===== src/sctks_defines.svh =====
// Offsets, field positions, reset values and timing counts of the touch sequencer
// Assumes inclusion by bare name from design files
`ifndef SCTKS_DEFINES_SVH
`define SCTKS_DEFINES_SVH

// Register addresses (bus byte address equals the register offset)
`define SCTKS_IDX_CFG_A      16'ha008
`define SCTKS_IDX_CFG_B      16'ha009
`define SCTKS_IDX_CNT_LOW    16'ha00b
`define SCTKS_IDX_CNT_HIGH   16'ha00c
`define SCTKS_IDX_CTRL_STAT  16'ha00a
`define SCTKS_IDX_IRQ_STAT   16'ha00d
`define SCTKS_IDX_IRQ_MASK   16'ha00e

// Configuration A fields
`define SCTKS_CFGA_EN        7
`define SCTKS_CFGA_PSR       6
`define SCTKS_CFGA_REF       5
`define SCTKS_CFGA_VTH       4
// Configuration B fields
`define SCTKS_CFGB_PADDIS    7
`define SCTKS_CFGB_ZERO_LSB  4
// Control and status fields
`define SCTKS_CS_IEN         7
`define SCTKS_CS_AUTOSH      4
`define SCTKS_CS_REP_LSB     2
`define SCTKS_CS_FLAG        1
`define SCTKS_CS_BUSY        0

// Reset values
`define SCTKS_RST_BYTE       8'h00

// Timing: zeroing lasts (4+zero)*128 clocks, pad NMOS zero*128 clocks
`define SCTKS_ZERO_UNIT      128
`define SCTKS_ZERO_BASE      4

`endif


===== src/sctks_pkg.sv =====
// Types of the switched-capacitance touch sequencer
// Assumes sctks_defines.svh for numeric constants
package sctks_pkg;

    // Sequencer states
    typedef enum logic [2:0] {
        SCTKS_IDLE   = 3'b000,
        SCTKS_ZERO   = 3'b001,
        SCTKS_CHARGE = 3'b010,
        SCTKS_DUMP   = 3'b011
    } sctks_state_t;

endpackage


===== src/sctks_sequencer.sv =====
// Switched-capacitance touch-key sequencer with Avalon-MM register slave
// Assumes analog switches and comparator outside; comparator output synchronous to clk_sys
//
// Functional notes
// - A start first grounds the integration cap through a switch, then releases it.
// - Then the key cap is charged to reference and dumped onto the integration cap repeatedly, each cycle counted.
// - A crossed threshold ends detection, stores the count and raises the interrupt.
// - Completion shares the interrupt line with the other touch controller; software checks flags.
// - Config A holds enable bit 7, pseudo-random bit 6, reference select bit 5, threshold bit 4, base time 3..0.
// - Each charge and each dump phase lasts base time plus one clock periods.
// - Reference select 0 picks the core supply, 1 the main supply; core supply is advised.
// - Threshold select 1 sets half reference as threshold, 0 the alternative fraction.
// - With pad discharge enabled the pad NMOS is on during zeroing for zero field times 128 clocks.
// - Comparator is sampled every clock and filtered true only when the last N samples are all ones.
// - Repeat field runs 1, 2, 4 or 8 conversions accumulated into the count.
// - The count is cleared on every start and held after completion.
// - Count bits 17..16 read in control/status bits 6..5.
// - The sequencer runs on the fast oscillator clock or a divided version.
`timescale 1ns/100ps

`include "sctks_defines.svh"

module sctks_sequencer #(
    parameter int CNT_W = 18
) (
    // Clock and reset
    input  wire logic              clk_sys,
    input  wire logic              rst_n,
    // Avalon-MM slave
    input  wire logic [15:0]       avs_address,
    input  wire logic              avs_read,
    input  wire logic              avs_write,
    input  wire logic [31:0]       avs_writedata,
    input  wire logic [3:0]        avs_byteenable,
    output logic      [31:0]       avs_readdata,
    output logic                   avs_waitrequest,
    output logic      [1:0]        avs_response,
    // Analog front end
    input  wire logic              comp_out,
    output logic                   zero_switch_on,
    output logic                   pad_nmos_on,
    output logic                   key_charge_on,
    output logic                   key_dump_on,
    output logic                   ref_voltage_select,
    output logic                   compare_threshold_select,
    output logic                   pseudo_random_enable,
    // Interrupt
    output logic                   irq
);
    import sctks_pkg::*;

    // ----------------------------------------------------------------
    // Operation overview
    // ----------------------------------------------------------------
    // Idle until software writes a start with the enable set
    // Zeroing: integration cap grounded for (4 + zero field) * 128 clocks
    // Pad NMOS helps during the first zero field * 128 clocks of zeroing
    // Charge: key cap tied to the reference for base time + 1 clocks
    // Dump: key cap charge moved onto the integration cap, same length
    // Each finished dump adds one to the cycle count
    // Filtered comparator is judged only at the end of a dump
    // A hit ends one conversion; more repeats go back to zeroing
    // The last hit sets the completion flag and the status bit
    // Clearing the enable mid-run drops straight back to idle
    //
    // Hazards and limits
    // Comparator input is taken as already synchronous to clk_sys
    // A hit in mid-phase is ignored until that dump ends
    // The count is not saturated; software must bound the run time
    // Base time changes in mid-run act on the running phase timer
    // Zero field changes in mid-run act on the running zeroing timer
    // Repeat field is loaded into the repeat counter at start
    // Auto shift divides the count by the number of repeats at the end
    // Pseudo-random mode is passed to the analog side only
    //
    // Register map, one byte register per bus address
    //   config A   : enable, pseudo-random, reference, threshold, base time
    //   config B   : pad discharge, zero field 6..4, filter length 3..0
    //   control    : irq enable, count 17..16, auto shift, repeat, flag, busy
    //   count low  : count 7..0, writes go to an unused shadow
    //   count high : count 15..8, writes go to an unused shadow
    //   irq status : bit 0 sticky completion event, write 1 to clear
    //   irq mask   : bit 0 lets the status bit reach the interrupt
    //
    // Control register write
    //   bit 7 sets the completion interrupt enable
    //   bit 4 sets auto shift, bits 3..2 the repeat field
    //   bit 1 written 0 clears the flag, written 1 leaves it
    //   bit 0 written 1 starts a conversion when enabled and idle
    //
    // Bus timing
    //   First request cycle: waitrequest high, request taken at the edge
    //   Second cycle: waitrequest low, read data and response registered
    //   Writes without byte lane 0 are answered but change nothing
    //   Reads of unmapped addresses answer response 2'b10 and zero data
    //   A write still high after its answer is not taken again; a read still high is taken again every second cycle
    //
    // Interrupt
    //   Level output; the flag path and the status path are ored
    //   Shared with the other touch controller; software reads the flags
    //   A completion in the same cycle as a clear leaves the bit set
    //
    // State encoding
    //   Idle, zeroing, charge and dump use binary codes 0 to 3
    //   Codes 4 to 7 cannot be reached and fall back to idle
    //   Busy reads high in every state but idle
    //
    // Phase timer
    //   One 11-bit up counter shared by all timed states
    //   Cleared on every state change but the drop to idle on disable, compared against the phase length
    //   Eleven bits cover the longest zeroing of 11 * 128 clocks
    //
    // Comparator filter
    //   A 15-bit shift register keeps the recent comparator samples
    //   A hit needs the current sample and the previous N - 1 all high
    //   Lengths 0 and 1 pass the raw comparator
    //
    // Reset
    //   Synchronous and active low; every register returns to zero
    //   Waitrequest still follows read and write during reset
    //
    // Clocking
    //   The whole block runs on clk_sys, the oscillator clock or a divide
    //   Phase lengths are counted in clk_sys periods

    initial begin
        if (CNT_W != 18) begin
            $error("sctks_sequencer: count width must be 18");
        end
        // Longest zeroing must fit the 11-bit phase timer
        if ((`SCTKS_ZERO_BASE + 7) * `SCTKS_ZERO_UNIT > 2047) begin
            $error("sctks_sequencer: zeroing time exceeds timer");
        end
    end

    // ----------------------------------------------------------------
    // State
    // ----------------------------------------------------------------
    typedef struct packed {
        logic [7:0]       cfg_a;
        logic [7:0]       cfg_b;
        logic             irq_en;
        logic             auto_shift;
        logic [1:0]       repeat_count;
        logic             flag;
        logic [CNT_W-1:0] count;
        logic [CNT_W-1:0] wr_count;
        sctks_state_t     st;
        logic [10:0]      tmr;
        logic [3:0]       reps_left;
        logic [14:0]      filt;
        logic             irq_stat;
        logic             irq_mask;
        logic             ack;
        logic [31:0]      rdata;
        logic [1:0]       resp;
    } sctks_regs_t;

    sctks_regs_t r_q;
    sctks_regs_t r_d;

    logic [10:0] phase_len;
    logic [10:0] zero_len;
    logic [10:0] nmos_len;
    logic [3:0]  filt_len;
    logic [14:0] filt_mask;
    logic        cmp_hit;
    logic        wr_en;
    logic        rd_en;
    logic        start_req;
    logic        done;
    logic [15:0] idx;
    logic [7:0]  wbyte;

    // Decoded configuration
    assign phase_len = {7'h00, r_q.cfg_a[3:0]} + 11'h001;
    assign zero_len  = 11'((`SCTKS_ZERO_BASE + r_q.cfg_b[6:4]) * `SCTKS_ZERO_UNIT);
    assign nmos_len  = 11'(r_q.cfg_b[6:4] * `SCTKS_ZERO_UNIT);
    assign filt_len  = r_q.cfg_b[3:0];
    assign idx       = avs_address;
    assign wbyte     = avs_writedata[7:0];
    assign wr_en     = avs_write && r_q.ack == 1'b0 && avs_byteenable[0];
    assign rd_en     = avs_read && r_q.ack == 1'b0;

    // Filter mask: N - 1 ones in the sample history, N = 0 passes raw comparator
    always_comb begin
        filt_mask = 15'h0000;
        for (int i = 0; i < 15; i++) begin
            if (i < int'(filt_len) - 1) begin
                filt_mask[i] = 1'b1;
            end
        end
    end
    assign cmp_hit = comp_out && ((r_q.filt & filt_mask) == filt_mask);

    // ----------------------------------------------------------------
    // Next state
    // ----------------------------------------------------------------
    always_comb begin
        r_d       = r_q;
        r_d.ack   = 1'b0;
        start_req = 1'b0;
        done      = 1'b0;
        r_d.filt  = {r_q.filt[13:0], comp_out};

        // Register writes
        if (wr_en) begin
            unique case (idx)
                `SCTKS_IDX_CFG_A: r_d.cfg_a = wbyte;
                `SCTKS_IDX_CFG_B: r_d.cfg_b = wbyte;
                `SCTKS_IDX_CTRL_STAT: begin
                    r_d.irq_en       = wbyte[`SCTKS_CS_IEN];
                    r_d.auto_shift   = wbyte[`SCTKS_CS_AUTOSH];
                    r_d.repeat_count = wbyte[`SCTKS_CS_REP_LSB +: 2];
                    if (!wbyte[`SCTKS_CS_FLAG]) begin
                        r_d.flag = 1'b0;
                    end
                    start_req = wbyte[`SCTKS_CS_BUSY];
                end
                `SCTKS_IDX_CNT_LOW:  r_d.wr_count[7:0]  = wbyte;
                `SCTKS_IDX_CNT_HIGH: r_d.wr_count[15:8] = wbyte;
                `SCTKS_IDX_IRQ_STAT: begin
                    if (wbyte[0]) begin
                        r_d.irq_stat = 1'b0;
                    end
                end
                `SCTKS_IDX_IRQ_MASK: r_d.irq_mask = wbyte[0];
                default: ;
            endcase
        end

        // Sequencer
        unique case (r_q.st)
            SCTKS_IDLE: begin
                if (start_req && r_q.cfg_a[`SCTKS_CFGA_EN]) begin
                    r_d.count     = '0;
                    r_d.reps_left = 4'(4'h1 << r_d.repeat_count) - 4'h1;
                    r_d.tmr       = 11'h000;
                    r_d.st        = SCTKS_ZERO;
                end
            end
            // Integration cap grounded
            SCTKS_ZERO: begin
                r_d.tmr = r_q.tmr + 11'h001;
                if (r_q.tmr + 11'h001 >= zero_len) begin
                    r_d.tmr = 11'h000;
                    r_d.st  = SCTKS_CHARGE;
                end
            end
            // Key cap on the reference
            SCTKS_CHARGE: begin
                r_d.tmr = r_q.tmr + 11'h001;
                if (r_q.tmr + 11'h001 >= phase_len) begin
                    r_d.tmr = 11'h000;
                    r_d.st  = SCTKS_DUMP;
                end
            end
            // Key cap onto the integration cap, judged at the end
            SCTKS_DUMP: begin
                r_d.tmr = r_q.tmr + 11'h001;
                if (r_q.tmr + 11'h001 >= phase_len) begin
                    r_d.tmr   = 11'h000;
                    r_d.count = r_q.count + CNT_W'(1);
                    r_d.st    = SCTKS_CHARGE;
                    if (cmp_hit) begin
                        if (r_q.reps_left == 4'h0) begin
                            done     = 1'b1;
                            r_d.st   = SCTKS_IDLE;
                        end else begin
                            r_d.reps_left = r_q.reps_left - 4'h1;
                            r_d.st        = SCTKS_ZERO;
                        end
                    end
                end
            end
            default: r_d.st = SCTKS_IDLE;
        endcase

        // Stop if disabled mid-run
        if (!r_q.cfg_a[`SCTKS_CFGA_EN] && r_q.st != SCTKS_IDLE) begin
            r_d.st = SCTKS_IDLE;
        end

        // Completion events win over software clear
        if (done) begin
            if (r_q.auto_shift) begin
                r_d.count = r_d.count >> r_q.repeat_count;
            end
            r_d.flag     = 1'b1;
            r_d.irq_stat = 1'b1;
        end

        // Read data and bus answer
        if (rd_en || wr_en || avs_write) begin
            r_d.ack  = avs_read || avs_write;
            r_d.resp = 2'b00;
            r_d.rdata = 32'h0000_0000;
            if (rd_en) begin
                unique case (idx)
                    `SCTKS_IDX_CFG_A:    r_d.rdata[7:0] = r_q.cfg_a;
                    `SCTKS_IDX_CFG_B:    r_d.rdata[7:0] = r_q.cfg_b;
                    `SCTKS_IDX_CTRL_STAT: r_d.rdata[7:0] = {r_q.irq_en, r_q.count[17:16],
                                         r_q.auto_shift, r_q.repeat_count, r_q.flag,
                                         r_q.st != SCTKS_IDLE};
                    `SCTKS_IDX_CNT_LOW:  r_d.rdata[7:0] = r_q.count[7:0];
                    `SCTKS_IDX_CNT_HIGH: r_d.rdata[7:0] = r_q.count[15:8];
                    `SCTKS_IDX_IRQ_STAT: r_d.rdata[7:0] = {7'h00, r_q.irq_stat};
                    `SCTKS_IDX_IRQ_MASK: r_d.rdata[7:0] = {7'h00, r_q.irq_mask};
                    default:             r_d.resp = 2'b10;
                endcase
            end
        end
    end

    // ----------------------------------------------------------------
    // Registers
    // ----------------------------------------------------------------
    always_ff @(posedge clk_sys) begin
        if (!rst_n) begin
            r_q       <= '0;
            r_q.cfg_a <= `SCTKS_RST_BYTE;
            r_q.cfg_b <= `SCTKS_RST_BYTE;
            r_q.st    <= SCTKS_IDLE;
        end else begin
            r_q <= r_d;
        end
    end

    // ----------------------------------------------------------------
    // Outputs
    // ----------------------------------------------------------------
    assign avs_waitrequest          = (avs_read || avs_write) && !r_q.ack;
    assign avs_readdata             = r_q.rdata;
    assign avs_response             = r_q.resp;
    assign zero_switch_on           = r_q.st == SCTKS_ZERO;
    assign pad_nmos_on              = r_q.st == SCTKS_ZERO && r_q.cfg_b[`SCTKS_CFGB_PADDIS]
                                      && r_q.tmr < nmos_len;
    assign key_charge_on            = r_q.st == SCTKS_CHARGE;
    assign key_dump_on              = r_q.st == SCTKS_DUMP;
    assign ref_voltage_select       = r_q.cfg_a[`SCTKS_CFGA_REF];
    assign compare_threshold_select = r_q.cfg_a[`SCTKS_CFGA_VTH];
    assign pseudo_random_enable     = r_q.cfg_a[`SCTKS_CFGA_PSR];
    assign irq = (r_q.irq_en && r_q.flag) || (r_q.irq_stat && r_q.irq_mask);

endmodule // sctks_sequencer


===== config.mk =====
export PLATFORM = sky130hd
export DESIGN_NAME = sctks_sequencer
export DESIGN_NICKNAME = d
export VERILOG_FILES = /design/src/sctks_pkg.sv /design/src/sctks_sequencer.sv
export VERILOG_INCLUDE_DIRS = /design/src /design/src/src
export SDC_FILE = /design/constraint.sdc
export NUM_CORES = 1
export LEC_CHECK = 0
export ABC_AREA = 1
export BUFFER_PORTS_ARGS = -buffer_cell sky130_fd_sc_hd__buf_2
export CAP_MARGIN = 40
export CORE_UTILIZATION = 52
export DETAILED_ROUTE_END_ITERATION = 6
export GPL_TIMING_DRIVEN = 1
export PLACE_DENSITY = 0.75
export REMOVE_ABC_BUFFERS = 1
export SLEW_MARGIN = 0
export SYNTH_ARGS = -nofsm -noshare
export SYNTH_HDL_FRONTEND = slang
export SYNTH_SLANG_ARGS = --single-unit
export TNS_END_PERCENT = 5

===== constraint.sdc =====
create_clock -name clk_sys -period 2.4 [get_ports clk_sys]
set_input_delay 0.24 -clock clk_sys [delete_from_list [all_inputs] [get_ports clk_sys]]
set_output_delay 0.24 -clock clk_sys [all_outputs]
set_load 0.01 [all_outputs]

* Word-level counts from Yosys, hierarchy flattened
Cells that the tools add are included.
Widths: inputs -> output; s select.
** Storage, ports and cells
- Flip-flop bits (word level) :: 85
- Input port bits :: 57
- Logic and storage cells :: 150
** Cells by class
- Add/subtract/negate cells :: 7
- $lt $le $gt $ge :: 18
- Equal/unequal tests :: 18
- Shift-type cells :: 2
- Mux-type cells :: 48
- Bitwise gates (word level) :: 3
- Reduce and logical (&&, ||, !) cells :: 38
** Operator list (count)
- $eq 16x16->1 const B :: 7
- $mux 18 :: 5
- $pmux 8 s7 :: 1
- $pmux 11 s4 :: 1
- $pmux 18 s2 :: 1
- $lt 5x5->1 const A :: 7
- $mux 14 :: 2
- $mux 1 :: 27
- $lt 4x5->1 const A :: 4
- $mux 19 :: 1
- $add 18x1->18 const B :: 1
- $shr 18x2->18 :: 1
- $and 15x15->15 :: 1
- $eq 15x15->1 :: 1
- $pmux 3 s4 :: 1
- $reduce_and 2->1 :: 6
- $add 11x1->11 const B :: 1
- $ge 11x11->1 :: 1
- $ge 11x5->1 :: 1
- $logic_and 1x1->1 :: 11
- $lt 11x10->1 :: 1
- $lt 3x5->1 const A :: 2
- $mux 10 :: 1
- $ne 2x1->1 const B :: 5
- other kinds (27) :: 44

* Longest topological paths before layout
- Depth after elaboration :: 11
- Mapped depth :: 21

* Worst setup path before layout
No wires, ideal clock.
- Path kind :: register -> register
- Start :: register r_q[56] (netlist name)
- End :: register r_q[99] (netlist name)
- Data arrival time :: 2.456 ns
- Required time :: 2.288 ns
- Setup slack :: -0.167 ns
- Cell stages (with the launch flop) :: 20
- Period minus slack after synthesis :: 2.567 ns
- Cell sequence :: dfxtp_1 -> ha_1 -> nand2_1 -> inv_1 -> nand2_1 -> xnor2_1 -> ha_1 -> a21oi_1 -> nand3_1 -> nor2_4 -> nand2_4 -> buf_6 -> nand2_1 -> nand2_1 -> nand3_1 -> nand3_1 -> nand3_1 -> nand2_1 -> nor2_1 -> nor2_1
** On the way
- Word-level cells in the longest chain between the ends :: 7
- Elaborated cells between the ends (all ways) :: 9
- Classes of those cells :: add/sub: 1; order compare: 1; shift: 1; mux: 6
** Ends and longest elaborated chain
- start, declared :: line sctks_sequencer.sv:159 : sctks_regs_t r_q;
- start signal, assigned :: line sctks_sequencer.sv:325 : r_q <= r_d;
- $add 11x1->11 (*) :: line sctks_sequencer.sv:261 : if (r_q.tmr + 11'h001 >= phase_len) begin
- $ge 11x5->1 (*) :: line sctks_sequencer.sv:261
- $mux 18 :: line sctks_sequencer.sv:261
- $pmux 18 s2 :: line sctks_sequencer.sv:233 : unique case (r_q.st)
- $shr 18x2->18 :: line sctks_sequencer.sv:287 : r_d.count = r_d.count >> r_q.repeat_count;
- $mux 18 :: line sctks_sequencer.sv:286 : if (r_q.auto_shift) begin
- $mux 19 (*) :: line sctks_sequencer.sv:285 : if (done) begin
Every way passes the cells marked *; elsewhere a longest branch is shown, timed or not.
A chain may end at the register's enable or synchronous reset.

* Final worst setup path
- Start :: register r_q[57] (netlist name)
- End :: register r_q[88] (netlist name)
The elaborated chain is that of the path after synthesis.

==> qor.txt <==
top cell type's share of synthesized area: 28.2%
register area: 1660 µm²
Worst-Margin Slew: 0.758 ns
IO Port Bufs: 47
post-layout min period: 2.68 ns
Sw Share: 24.2%
RSZ-0062 raised after global routing: true
Placed Area: 6560 µm²
drt via density: 5.47
Fmax achieved: 0.373 GHz
Sequential Power Share: 49.5%
Final Hold Vio Count: 0
Cells after Synth: 936
synthesized cell area: 5890 µm²
Area growth, synth to finish: 22.5%
Ports: 100
kind of launch point of the worst setup path: flop
Setup CP Type: flop to flop
clock power share: 45.9%
Routed WL: 17.5 mm
Avg Inst Size Synth: 6.29 µm²
Slew Viols, Final: 0
final setup fails: 36
Clock Latency Late Sink: 0.35 ns
Net count, final: 1111
peak supply drop: 0.394 mV
first-pass GRT wire length: 28.3 mm
root buf cell: clkbuf_16
Warnings, synthesis: 0
grt ovf: 0
# fillers: 1003
Yosys cell types: 48
fraction of layout cells with a size suffix above 1: 21.3%
ys async rst share: 0%
power after layout: 2800 µW
Routed Antenna Nets: 0
initial antenna violation count: 0
1st-iter DRT viols: 450
Total GRT Usage: 31.0%
Crit Path Max Fanout: 4
Final Cell Area: 7220 µm²
CTS Sinks: 83
crit path capture type: flop
Clock Pin Slew Worst Setup and Hold Paths: 0.06 ns
die span in x: 108 µm
max-cap viol count: 0
# DRC: 0
cts bufs inserted: 9
row count: 38
clock buffer depth: 2
area of the multi-input gates: 3720 µm²
Comb power frac: 4.6%
hold crit path type: input pin to flop
H-tree Lvls: 3
post-synth top area cell: dfxtp_1
Core Util, Final: 66.0%
WL per Instance: 14.9 µm
core box area: 10900 µm²
PD cells: 388 nW/µm²
effective utilization at floorplan: 53.9%
Worst Hold Slack: 0.0981 ns
register bit total from synthesis: 83
most frequent cells in the layout: nand2_1 (207), inv_1 (117), nand3_1 (113)
gpl congestion: 0.985
failing checks: negative setup slack
final period utilization: 112%
Final WS setup: -0.284 ns
Die Ht: 108 µm
Req. time, crit path: 2.60 ns
DR pass1 iterations: 5
slew margin rel.: 49.4%
Inserted Diodes: 0
commonest non-fill, non-tap cell in the layout: nand2_1
synth top area cells: dfxtp_1 (28%), nand2_1 (14%), nand3_1 (12%)
Int Power: 2120 µW
LEAKAGE: 0.00333 µW
sequential-to-total area share from yosys stat: 28.2%
P_sw: 679 µW
Worst EP arrival: 2.88 ns
largest net degree at the start of global routing: 43
Post-synth EDFFs: 0
Setup Skew: 0.00695 ns
ys flop type: dfxtp_1
via count of the routed design: 6439
status: finished with violations
number of global-route vias before repair: 5868
final setup TNS: -6.29 ns
DPL Wire Length: 12.7 mm
DIE AREA: 11800 µm²
CTS tree: yes
metal layers:
layer / vias to the layer above / wire length [µm] / GRT usage (%)
met5: - / 0 / 0
met2: 243 / 8010 / 50.7
met3: 49 / 1260 / 5.49
li1: 3202 / - / -
met1: 2945 / 7670 / 40.0
met4: 0 / 592 / 13.4
worst paths after layout:
kind	startpoint	endpoint	slack, ns	cells past startpoint
worst max-delay path	r_q[57]$_SDFFE_PN0P_	r_q[88]$_SDFF_PN0_	-0.28	18
worst min-delay path	comp_out	r_d[38]$_SDFF_PN0_	0.1	3
worst max register to register	r_q[57]$_SDFFE_PN0P_	r_q[88]$_SDFF_PN0_	-0.28	18
worst min register to register	r_d[46]$_SDFF_PN0_	r_d[47]$_SDFF_PN0_	0.42	2
per-stage QoR:
stage / setup WS [ns] / instances
3_3_place_gp: -0.193 / 1154
3_5_place_dp: -0.331 / 1154
2_1_floorplan: -0.355 / 897
5_1_grt: -0.423 / 1177
6_report: -0.284 / 1177
4_1_cts: -0.183 / 1176
cell type report:
type	instances	share of cell area [%]
clock buffer	10	3.17
multi-input combinational	690	51.6
inverter	124	6.49
timing repair buffer	125	12.7
sequential	83	23.1
clock inverter	5	0.555
tap	140	2.43
logic make-up (layout without fill, tap and decap cells):
logic type	count (synthesis)	after routing	synth area share (%)
AO/OA/AOI/OAI	139	139	13.2
adder cells (fa/ha/maj)	21	21	4.46
XOR/XNOR	12	12	2.23
flip-flops	83	83	28.2
buffers and inverters	187	264	14.7
other	1	25	0.0637
AND/OR/NAND/NOR	493	493	37.2
worst max-delay path, cell delays in order, from the launching register on:
cell     delay, ns
dfxtp_2       0.36
ha_4          0.15
nand2_2       0.06
inv_2         0.10
nand2_2       0.07
xnor2_2       0.15
ha_1          0.31
a21oi_2       0.16
nand3_2       0.11
nor2_4        0.16
buf_4         0.12
buf_4         0.12
nand3_1       0.10
nand3_1       0.15
nand3_1       0.13
nand3_1       0.12
nand2_1       0.06
nand2_1       0.06
a21oi_1       0.05
flip-flops by register name (all words and copies together), names as in the netlist:
register                  cells
avs_readdata                  8
avs_response                  1
compare_threshold_select      1
filt_len                      4
pseudo_random_enable          1
r_d                          14
r_q                          53
ref_voltage_select            1
timing repair:
| action | CTS | global route |
|---|---|---|
| endpoints found under the setup margin | 37 | 37 |
| pin swaps | 15 | 8 |
| resized for setup | 52 | 19 |
| buffers inserted | 5 | 1 |
| cloned | 2 | 0 |
| hold buffers | 0 | 0 |
cells in the mapped netlist (2+ instances only):
cell type	number
nand4_1	13
or2_2	2
buf_4	36
inv_2	3
xnor2_1	5
o21ai_1	2
o21ai_0	39
clkbuf_2	2
o22ai_1	18
nand2_1	219
dfxtp_1	83
ha_1	21
inv_1	120
nor3_1	14
nand3_1	140
clkbuf_1	19
nor2_4	5
o21bai_1	6
nor2_2	3
and2_1	2
a211oi_1	3
o31ai_1	7
xor2_1	5
a21oi_1	57
buf_1	2
o211ai_1	2
nor4_1	3
buf_6	3
nor2_1	82
nand2_2	2
power groups by stage:
stage | logic, µW | clock network (µW) | registers (µW)
floorplan | 57.3 | 0 | 1420
global placement | 125 | 0 | 1420
detailed placement | 126 | 0 | 1420
CTS | 126 | 1300 | 1380
global route | 145 | 1360 | 1380
finish | 129 | 1290 | 1390
(Power assumes the default switching activity.)
